--- config.mk ---
export PLATFORM = sky130hd
export DESIGN_NAME = tdm_demod
export DESIGN_NICKNAME = d
export VERILOG_FILES = /design/src/logic/tdm_pkg.sv /design/src/logic/tdm_demod.sv
export SDC_FILE = /design/constraint.sdc
export NUM_CORES = 1
export LEC_CHECK = 0
export BUFFER_PORTS_ARGS = -buffer_cell sky130_fd_sc_hd__buf_4
export CAP_MARGIN = 5
export CORE_MARGIN = 2
export CORE_UTILIZATION = 41
export CTS_BUF_LIST = sky130_fd_sc_hd__clkbuf_4
export DETAILED_ROUTE_END_ITERATION = 7
export GPL_ROUTABILITY_DRIVEN = 0
export SKIP_LAST_GASP = 1
export SLEW_MARGIN = 20
export SYNTH_ARGS = -nofsm -noshare
export SYNTH_HDL_FRONTEND = slang
export SYNTH_SLANG_ARGS = --single-unit
--- constraint.sdc ---
create_clock -name clock -period 16 [get_ports clock]
set_clock_uncertainty 0.15 [all_clocks]
set_input_delay 2.4 -clock clock [delete_from_list [all_inputs] [get_ports clock]]
set_output_delay 2.4 -clock clock [all_outputs]
set_load 0.1 [all_outputs]
--- src/logic/tdm_pkg.sv ---
// Purpose: Constants shared by the transponder demodulator
// Assumes: 25 MHz system clock
// Notes:   Delays in microseconds, converted to cycles here
package tdm_pkg;
  localparam int unsigned CLK_MHZ        = 25;
  localparam logic [1:0]  RATE_2K        = 2'h0;
  localparam logic [1:0]  RATE_4K        = 2'h1;
  localparam logic [1:0]  RATE_8K        = 2'h2;
  localparam logic [1:0]  RATE_RSVD      = 2'h3;
  // Glitch filter delays at 2 kbit/s; halved per rate step
  localparam int unsigned GLITCH_US_1    = 48;
  localparam int unsigned GLITCH_US_2    = 80;
  localparam int unsigned GLITCH_US_3    = 144;
  // Phase filter typical delays
  localparam int unsigned PHASE_US_2K    = 1616;
  localparam int unsigned PHASE_US_4K    = 808;
  localparam int unsigned PHASE_US_8K    = 408;
  localparam int unsigned GLITCH_CYC_1   = GLITCH_US_1 * CLK_MHZ;
  localparam int unsigned GLITCH_CYC_2   = GLITCH_US_2 * CLK_MHZ;
  localparam int unsigned GLITCH_CYC_3   = GLITCH_US_3 * CLK_MHZ;
  localparam int unsigned PHASE_CYC_2K   = PHASE_US_2K * CLK_MHZ;
  localparam int unsigned PHASE_CYC_4K   = PHASE_US_4K * CLK_MHZ;
  localparam int unsigned PHASE_CYC_8K   = PHASE_US_8K * CLK_MHZ;
  localparam int unsigned US_CYC         = CLK_MHZ;
  // Start pattern: 8 short then 4 long periods
  localparam int unsigned START_SHORT    = 8;
  localparam int unsigned START_LONG     = 4;
  localparam logic [11:0] START_PATTERN  = 12'hFF0;
  localparam int unsigned FILT_LEN       = 3;
  localparam int unsigned CNT_W          = 18;
  localparam int unsigned PER_W          = 12;
  localparam int unsigned BYTE_W         = 8;
  localparam int unsigned BUF_DEPTH      = 4;
  typedef enum logic [1:0] {
    TDM_IDLE  = 2'b00,
    TDM_LEARN = 2'b01,
    TDM_HUNT  = 2'b11,
    TDM_DATA  = 2'b10
  } tdm_fsk_e;
endpackage

--- src/logic/tdm_demod.sv ---
// Purpose: Digital side of the amplitude/frequency keyed transponder receiver
// Assumes: Analog front ends deliver sliced logic levels on the rx inputs
// Notes:   Timing parameters in microseconds; long counts are parameters
// What this block does
// Only one demodulator channel enabled at once
// Demodulated data drives the data output pin
// Amplitude inputs grounded while immobilizer disabled
// Rate code selects 2, 4, 8 kbit/s
// Programmable start delay and early start time
// Latency is start minus early plus filters
// Glitch filter adds rate scaled delay
// Phase filter adds 1616/808/408 us
// Frequency measured by counting clocks per period
// Resonance period learned, sets relative threshold
// Start bit: 8 short then 4 long
// Detected bit stream digitally filtered before use
// Received bits collected into byte buffer entries
// Bytes forwarded in arrival order; a byte completed while all 4 entries are full is dropped
module tdm_demod
  import tdm_pkg::*;
#(
  parameter int unsigned PHASE_2K = PHASE_CYC_2K,
  parameter int unsigned PHASE_4K = PHASE_CYC_4K,
  parameter int unsigned PHASE_8K = PHASE_CYC_8K
) (
  // Clock and reset
  input  wire logic        clock,
  input  wire logic        sys_rst,
  // Configuration
  input  wire logic        immo_enable,
  input  wire logic        select_frequency,
  input  wire logic [1:0]  data_rate,
  input  wire logic [1:0]  glitch_setting,
  input  wire logic [7:0]  demod_start_delay,
  input  wire logic [7:0]  early_start_time,
  input  wire logic        dig_mod,
  input  wire logic [7:0]  bit_periods,
  // Receiver inputs from pins
  input  wire logic        amplitude_rx_input,
  input  wire logic        frequency_rx_input,
  // Outputs
  output logic             amplitude_ground,
  output logic             amplitude_active,
  output logic             frequency_active,
  output logic             start_found,
  output logic             demod_data_out
);
  typedef struct packed {
    logic [1:0]       ask_sync;
    logic [1:0]       fsk_sync;
    logic             fsk_prev;
    logic             ask_run;
    logic [CNT_W-1:0] lat_cnt;
    logic             ask_valid;
    logic [CNT_W-1:0] glitch_cnt;
    logic             ask_filt;
    tdm_fsk_e         fsk_state;
    logic [PER_W-1:0] per_cnt;
    logic [PER_W-1:0] threshold;
    logic [11:0]      shift;
    logic [FILT_LEN-1:0] filt;
    logic             fbit;
    logic [7:0]       bit_cnt;
    logic [2:0]       bit_idx;
    logic [BYTE_W-1:0] asm_byte;
    logic [BUF_DEPTH-1:0][BYTE_W-1:0] buf_mem;
    logic [1:0]       wr_ptr;
    logic [1:0]       rd_ptr;
    logic [2:0]       count;
    logic [BYTE_W-1:0] out_byte;
    logic [2:0]       out_idx;
    logic             out_busy;
    logic [7:0]       out_cnt;
    logic             start;
    logic             dout;
  } tdm_state_s;

  tdm_state_s st;
  tdm_state_s next_st;
  logic [CNT_W-1:0] glitch_cyc;
  logic [CNT_W-1:0] phase_cyc;
  logic [CNT_W-1:0] latency_cyc;
  logic             ask_en;
  logic             fsk_en;
  logic             fsk_edge;
  logic             short_per;
  logic             push;
  logic             pop;
  logic [CNT_W-1:0] start_cyc;
  logic [CNT_W-1:0] early_cyc;

  // One channel at most; frequency wins the select
  assign fsk_en = immo_enable & select_frequency;
  assign ask_en = immo_enable & ~select_frequency;

  always_comb begin
    case (data_rate)
      RATE_2K: phase_cyc = CNT_W'(PHASE_2K);
      RATE_4K: phase_cyc = CNT_W'(PHASE_4K);
      RATE_8K: phase_cyc = CNT_W'(PHASE_8K);
      default: phase_cyc = CNT_W'(PHASE_8K);
    endcase
    case (glitch_setting)
      2'h1:    glitch_cyc = CNT_W'(GLITCH_CYC_1);
      2'h2:    glitch_cyc = CNT_W'(GLITCH_CYC_2);
      2'h3:    glitch_cyc = CNT_W'(GLITCH_CYC_3);
      default: glitch_cyc = '0;
    endcase
    if (data_rate == RATE_4K) begin
      glitch_cyc = glitch_cyc >> 1;
    end else if (data_rate == RATE_8K || data_rate == RATE_RSVD) begin
      glitch_cyc = glitch_cyc >> 2;
    end
  end

  assign start_cyc   = CNT_W'(demod_start_delay * US_CYC);
  assign early_cyc   = CNT_W'(early_start_time * US_CYC);
  // Glitch time is part of the gate, so the filtered level has settled when it opens
  assign latency_cyc = (start_cyc > early_cyc) ?
                       CNT_W'(start_cyc - early_cyc + phase_cyc + glitch_cyc) :
                       CNT_W'(phase_cyc + glitch_cyc);
  assign fsk_edge    = st.fsk_sync[1] & ~st.fsk_prev;
  assign short_per   = st.per_cnt < st.threshold;
  assign pop         = ~st.out_busy && (st.count != 3'h0);

  always_comb begin
    next_st = st;
    push = 1'b0;
    next_st.ask_sync = {st.ask_sync[0], amplitude_rx_input};
    next_st.fsk_sync = {st.fsk_sync[0], frequency_rx_input};
    next_st.fsk_prev = st.fsk_sync[1];
    next_st.start = 1'b0;
    // Amplitude path: latency timer then glitch filter
    if (!ask_en || !dig_mod) begin
      next_st.ask_run = 1'b0;
      next_st.ask_valid = 1'b0;
      next_st.lat_cnt = '0;
    end else if (!st.ask_valid) begin
      next_st.ask_run = 1'b1;
      next_st.lat_cnt = st.lat_cnt + 1'b1;
      if (st.lat_cnt >= latency_cyc) begin
        next_st.ask_valid = 1'b1;
      end
    end
    if (st.ask_sync[1] == st.ask_filt) begin
      next_st.glitch_cnt = '0;
    end else if (st.glitch_cnt >= glitch_cyc) begin
      next_st.ask_filt = st.ask_sync[1];
      next_st.glitch_cnt = '0;
    end else begin
      next_st.glitch_cnt = st.glitch_cnt + 1'b1;
    end
    // Frequency path
    if (!fsk_en) begin
      next_st.fsk_state = TDM_IDLE;
      next_st.per_cnt = '0;
    end else begin
      if (fsk_edge) begin
        next_st.per_cnt = '0;
      end else if (st.per_cnt != '1) begin
        next_st.per_cnt = st.per_cnt + 1'b1;
      end
      case (st.fsk_state)
        TDM_IDLE: begin
          // First edge only marks where a whole period begins
          if (fsk_edge) begin
            next_st.fsk_state = TDM_LEARN;
          end
        end
        TDM_LEARN: begin
          if (fsk_edge && st.per_cnt != '0) begin
            // Resonance period plus one sixteenth
            next_st.threshold = st.per_cnt + (st.per_cnt >> 4);
            next_st.fsk_state = TDM_HUNT;
          end
        end
        TDM_HUNT: begin
          if (fsk_edge) begin
            next_st.shift = {st.shift[10:0], ~short_per};
            if ({st.shift[10:0], ~short_per} == ~START_PATTERN) begin
              next_st.fsk_state = TDM_DATA;
              next_st.start = 1'b1;
              next_st.bit_cnt = '0;
              next_st.bit_idx = '0;
            end
          end
        end
        TDM_DATA: begin
          if (fsk_edge) begin
            next_st.filt = {st.filt[FILT_LEN-2:0], ~short_per};
            if (&next_st.filt) begin
              next_st.fbit = 1'b1;
            end else if (~|next_st.filt) begin
              next_st.fbit = 1'b0;
            end
            next_st.bit_cnt = st.bit_cnt + 1'b1;
            if (st.bit_cnt + 8'h01 >= bit_periods) begin
              next_st.bit_cnt = '0;
              next_st.asm_byte = {st.asm_byte[6:0], st.fbit};
              next_st.bit_idx = st.bit_idx + 1'b1;
              if (st.bit_idx == 3'h7 && st.count != 3'(BUF_DEPTH)) begin
                push = 1'b1;
              end
            end
          end
        end
        default: next_st.fsk_state = TDM_IDLE;
      endcase
    end
    // Byte buffer, drained MSB first in arrival order
    if (push) begin
      next_st.buf_mem[st.wr_ptr] = {st.asm_byte[6:0], st.fbit};
      next_st.wr_ptr = st.wr_ptr + 1'b1;
    end
    if (pop) begin
      next_st.out_byte = st.buf_mem[st.rd_ptr];
      next_st.rd_ptr = st.rd_ptr + 1'b1;
      next_st.out_busy = 1'b1;
      next_st.out_idx = '0;
      next_st.out_cnt = '0;
    end else if (st.out_busy) begin
      next_st.out_cnt = st.out_cnt + 1'b1;
      if (st.out_cnt + 8'h01 >= bit_periods) begin
        next_st.out_cnt = '0;
        next_st.out_idx = st.out_idx + 1'b1;
        if (st.out_idx == 3'h7) begin
          next_st.out_busy = 1'b0;
        end
      end
    end
    next_st.count = st.count + {2'h0, push} - {2'h0, pop};
    if (fsk_en) begin
      next_st.dout = st.out_busy ? st.out_byte[3'h7 - st.out_idx] : 1'b0;
    end else begin
      next_st.dout = ask_en & st.ask_valid & st.ask_filt;
    end
  end

  always_ff @(posedge clock) begin
    if (sys_rst) begin
      st <= '0;
    end else begin
      st <= next_st;
    end
  end

  assign amplitude_ground = ~immo_enable;
  assign amplitude_active = ask_en;
  assign frequency_active = fsk_en;
  assign start_found      = st.start;
  assign demod_data_out   = st.dout;
endmodule

Yosys cells after proc, flatten, opt, wreduce, memory -nomap -nowiden

Index checks and enable logic that the tools add are counted.

Flip-flop bits (word level): 163
Output and inout bits: 5
Bits of input ports: 35
Logic and storage cells: 164

Bitwise gates (word level): 14
Multiply operators: 2
Eq/ne operators: 22
Add/sub/neg operators: 17
$lt $le $gt $ge: 10
Reduce and logical (&&, ||, !) cells: 32
Muxes and demuxes: 38

Operator list:

| cell                    | count |
|---|---|
| $mux W18                | 3 |
| $mux W19                | 2 |
| $add A18 B1 Y18 const B | 2 |
| $ge A18 B18 Y1          | 2 |
| $pmux W12 S3            | 1 |
| $bwmux W32              | 1 |
| $pmux W16 S2            | 1 |
| $mux W9                 | 3 |
| $mul A8 B5 Y13 const B  | 2 |
| $mux W11                | 2 |
| $pmux W11 S2            | 1 |
| $add A14 B17 Y18        | 1 |
| $add A16 B18 Y18        | 1 |
| $add A18 B18 Y18        | 1 |
| $add A8 B1 Y8 const B   | 2 |
| $bmux W8 S2             | 1 |
| $demux W8 S2            | 1 |
| $ge A8 B8 Y1            | 2 |
| $mux W8                 | 2 |
| $mux W1                 | 14 |
| $ne A2 B2 Y1 const B    | 7 |
| $sub A13 B13 Y14        | 1 |
| $gt A13 B13 Y1          | 1 |
| $add A12 B1 Y12 const B | 1 |
| other kinds (37)        | 80 |

Longest topological paths before layout

Depth in word-level cells: 9
Depth in mapped cells: 30
Mapped depth without buffers: 30

Least setup slack after synthesis

Ideal clock, no wire load.

Path type: input -> register
From: in early_start_time[2]
To: reg st[141] (netlist bit)
Setup time: 0.074 ns
Arrival time: 7.997 ns
Buffers on the path: 1
Slack: 7.779 ns
Required time: 15.776 ns
Cell stages on the path: 27
Cell sequence: ha_1 -> ha_1 -> fa_1 -> ha_1 -> a21oi_1 -> nand2b_1 -> a21boi_0 -> o41a_1 -> xnor2_1 -> ha_1 -> nand3_1 -> a211o_1 -> and2_1 -> ha_1 -> ha_1 -> clkbuf_1 -> nand4_1 -> nor2_1 -> o211ai_1 -> a31oi_1 -> a21oi_1 -> or3b_2 -> ha_1 -> o21ai_0 -> a21oi_1 -> nand3_1 -> o21ai_0

Cells in the longest elaborated chain, start to end: 8
Elaborated cells between the ends (all ways): 9
Those cells by class: add/sub: 3; mul: 1; order compare: 2; mux: 3

Ends and longest elaborated chain:

| item                 | line             | source |
|---|---|---|
| start, declared      | tdm_demod.sv:35  | `input wire logic [7:0] early_start_time,` |
| $mul A8 B5 Y13 *     | tdm_demod.sv:117 | `assign early_cyc = CNT_W'(early_start_time * US_CYC);` |
| $sub A13 B13 Y14     | tdm_demod.sv:120 | `CNT_W'(start_cyc - early_cyc + phase_cyc + glitch_cyc) :` |
| $add A14 B17 Y18     | tdm_demod.sv:120 |  |
| $add A18 B18 Y18     | tdm_demod.sv:120 |  |
| $mux W18 *           | tdm_demod.sv:119 | `assign latency_cyc = (start_cyc > early_cyc) ?` |
| $ge A18 B18 Y1 *     | tdm_demod.sv:141 | `if (st.lat_cnt >= latency_cyc) begin` |
| $mux W1 *            | tdm_demod.sv:141 |  |
| $mux W1 *            | tdm_demod.sv:138 | `end else if (!st.ask_valid) begin` |
| end signal, assigned | tdm_demod.sv:243 | `st <= next_st;` |
| end, declared        | tdm_demod.sv:78  | `tdm_state_s st;` |

Every way passes the cells marked *; elsewhere a longest branch is shown, timed or not.
A chain may end at the register's enable or synchronous reset.

Final worst setup path

Ends and elaborated chain as after synthesis.

==> impl_metrics.tcl <==
set metrics [dict create \
    dr.pass1.iters 5 \
    synth_top_area_share_pct 26.7 \
    vias_per_cell 5.20 \
    place_inst 1802 \
    ys_seq_area_share_pct 26.7 \
    drt_iter0_drc 497 \
    drv_slew 0 \
    ctsHoldBuffers 0 \
    finalPower_uw 1740 \
    via_count 9550 \
    worst_slack_ns 7.69 \
    ys_ff_latch 162 \
    grt_setup_unrepaired "no" \
    slowest_stage "fa_1" \
    hold_violations 0 \
    crit_required_ns 16.35 \
    ir_drop_mv 0.138 \
    tns_ns 0 \
    syn_avg_cell_area_um2 8.61 \
    drive_gt1_share_pct 7.20 \
    yosys.area.top_type "dfxtp_1" \
    yosysWarnings 0 \
    cp_top_family "adder cells" \
    crit_path_frequent_cell "ha_1" \
    synthesis.instances 1411 \
    use_met3_pct 2.61 \
    grt_pass1_wl_mm 44.2 \
    hold_path_depth 1 \
    synth.cell_area_um2 12100 \
    post_drt_wl_per_cell_um 14.2 \
    critical_path_depth 28 \
    status "finished clean" \
    grt-busiest-layer "met2" \
    synth-edff-count 0 \
    reg2reg_depth 18 \
    path_max_fanout 7 \
    area_growth_syn_to_layout_pct 7.58 \
    grt_util_met1_pct 24.3 \
    min_from "next_st[163]" \
    h-tree-depth 4 \
    fp.dieArea_um2 31000 \
    p_per_area_nw_per_um2 133 \
    fmax_ghz 0.120 \
    maxCapViolations 0 \
    crit_type "in -> reg" \
    place_ws_ns 7.17 \
    floorplan.rows 63 \
    yosys_most_used_dff "dfxtp_1" \
    worst_slew_pin_slew_ns 0.938 \
    crit_start "early_start_time[2]" \
    core_um2 29400 \
    cp-start-kind "input port" \
    numCtsBuffers 17 \
    leakage_uw 0.00569 \
    die_h_um 176 \
    grt_max_degree 65 \
    grtUsageTotal_pct 17.3 \
    path_buf_inv 1 \
    path_clk_slew_ns 0.15 \
    clock-sinks 162 \
    clock_path_buffers 2 \
    post_cts_buffers 0 \
    fin_crit_sh_pct 51.9 \
    hold_class "reg -> reg" \
    drc 0 \
    cts_resized 0 \
    yosys-top-cells-area "dfxtp_1, ha_1, mux2i_1" \
    clock_latency_ns 0.57 \
    ios 40 \
    die_w_um 176 \
    crit_arrival_ns 8.65 \
    dpl.hpwl_mm 19.9 \
    grt_pass1_vias 9057 \
    async_flop_share_pct 0 \
    start_util_pct 41.3 \
    overflow 0 \
    slew-limit-headroom_pct 37.2 \
    netlist_top_cells_count "ha_1, dfxtp_1, nor2_1, inv_1, o21ai_0" \
    max_stage_delay_ns 0.46 \
    cts_root_buffer "clkbuf_4" \
    timing.final.crit_period_ns 8.31 \
    antenna_found_initial 1 \
    fin_cells 1835 \
    postRouteWirelength_mm 26.0 \
    timing.rr.start "st[74]" \
    port-buffer-count 39 \
    endpoint_kind "register" \
    yosysMostFrequentCell "ha_1" \
    postRouteAntennaNets 0 \
    met2_usage_pct 27.7 \
    setup_viol_count_final 0 \
    nets 1664 \
    cts_tree "yes" \
    synthDistinctLibCells 63 \
]
## cell type report
cell class	instances	area [um2]
clock inverter	12	121
inverter	114	428
antenna	1	2.50
multi-input combinational	1092	8300
fill	2940	16300
clock buffer	20	150
timing repair buffer	44	330
sequential	162	3240
tap	390	488
## power breakdown
| part | leakage [uW] | switching (uW) | total, uW | internal (uW) |
|---|---|---|---|---|
| clock network | 0.000150 | 155 | 241 | 86.1 |
| logic | 0.00423 | 605 | 1090 | 490 |
| registers | 0.00131 | 0.837 | 406 | 405 |
## layer usage
layer | vias up | part of all wire [%] | routed length, um
met5 | - | 0 | 0
met4 | 0 | 1.1 | 292
met3 | 23 | 2.4 | 628
met2 | 100 | 46 | 11900
met1 | 4462 | 51 | 13100
li1 | 4965 | - | -
## stage by stage
step	cell area [um2]	utilization, %	hold slack, ns
floorplan	12200	-	0.264
global placement	12800	43.5	0.269
detailed placement	12800	43.5	0.278
CTS	13100	44.4	0.310
global route	13100	44.4	0.314
finish	13100	44.4	0.308
## placed cells by master (no fill, tap or decap), drive strengths merged, types with 42 or more instances in the layout
cell / Yosys / routed
dfxtp: 162 / 162
mux2i: 53 / 53
a21oi: 71 / 71
nand2: 74 / 74
nor2b: 42 / 42
buf: 8 / 44
nand3: 48 / 48
nor2: 134 / 134
o21ai: 92 / 92
xor2: 50 / 50
ha: 182 / 182
inv: 114 / 121
xnor2: 54 / 54
## path summary, 6_finish.rpt
check                                     to  slack (ns)
worst max-delay path                 st[141]        7.69
worst min-delay path            next_st[161]        0.31
worst max register to register        st[24]       11.82
worst min register to register  next_st[161]        0.31
## registers in the layout (all words and copies together) (netlist names)
| register | cells |
|---|---|
| next_st | 3 |
| demod_data_out | 1 |
| start_found | 1 |
| st | 157 |
## logic make-up after synthesis
family                     after synthesis  synth area share (%)
and+or+nand+nor                        426                  17.5
AOI/OAI and AO/OA                      292                  15.1
adders and majority gates              198                  21.4
DFF                                    162                  26.7
buffers and inverters                  161                  5.15
xor gates and xnor gates               104                  7.50
muxes                                   67                  6.59
other                                    1                0.0309
(Power assumes the default switching activity.)
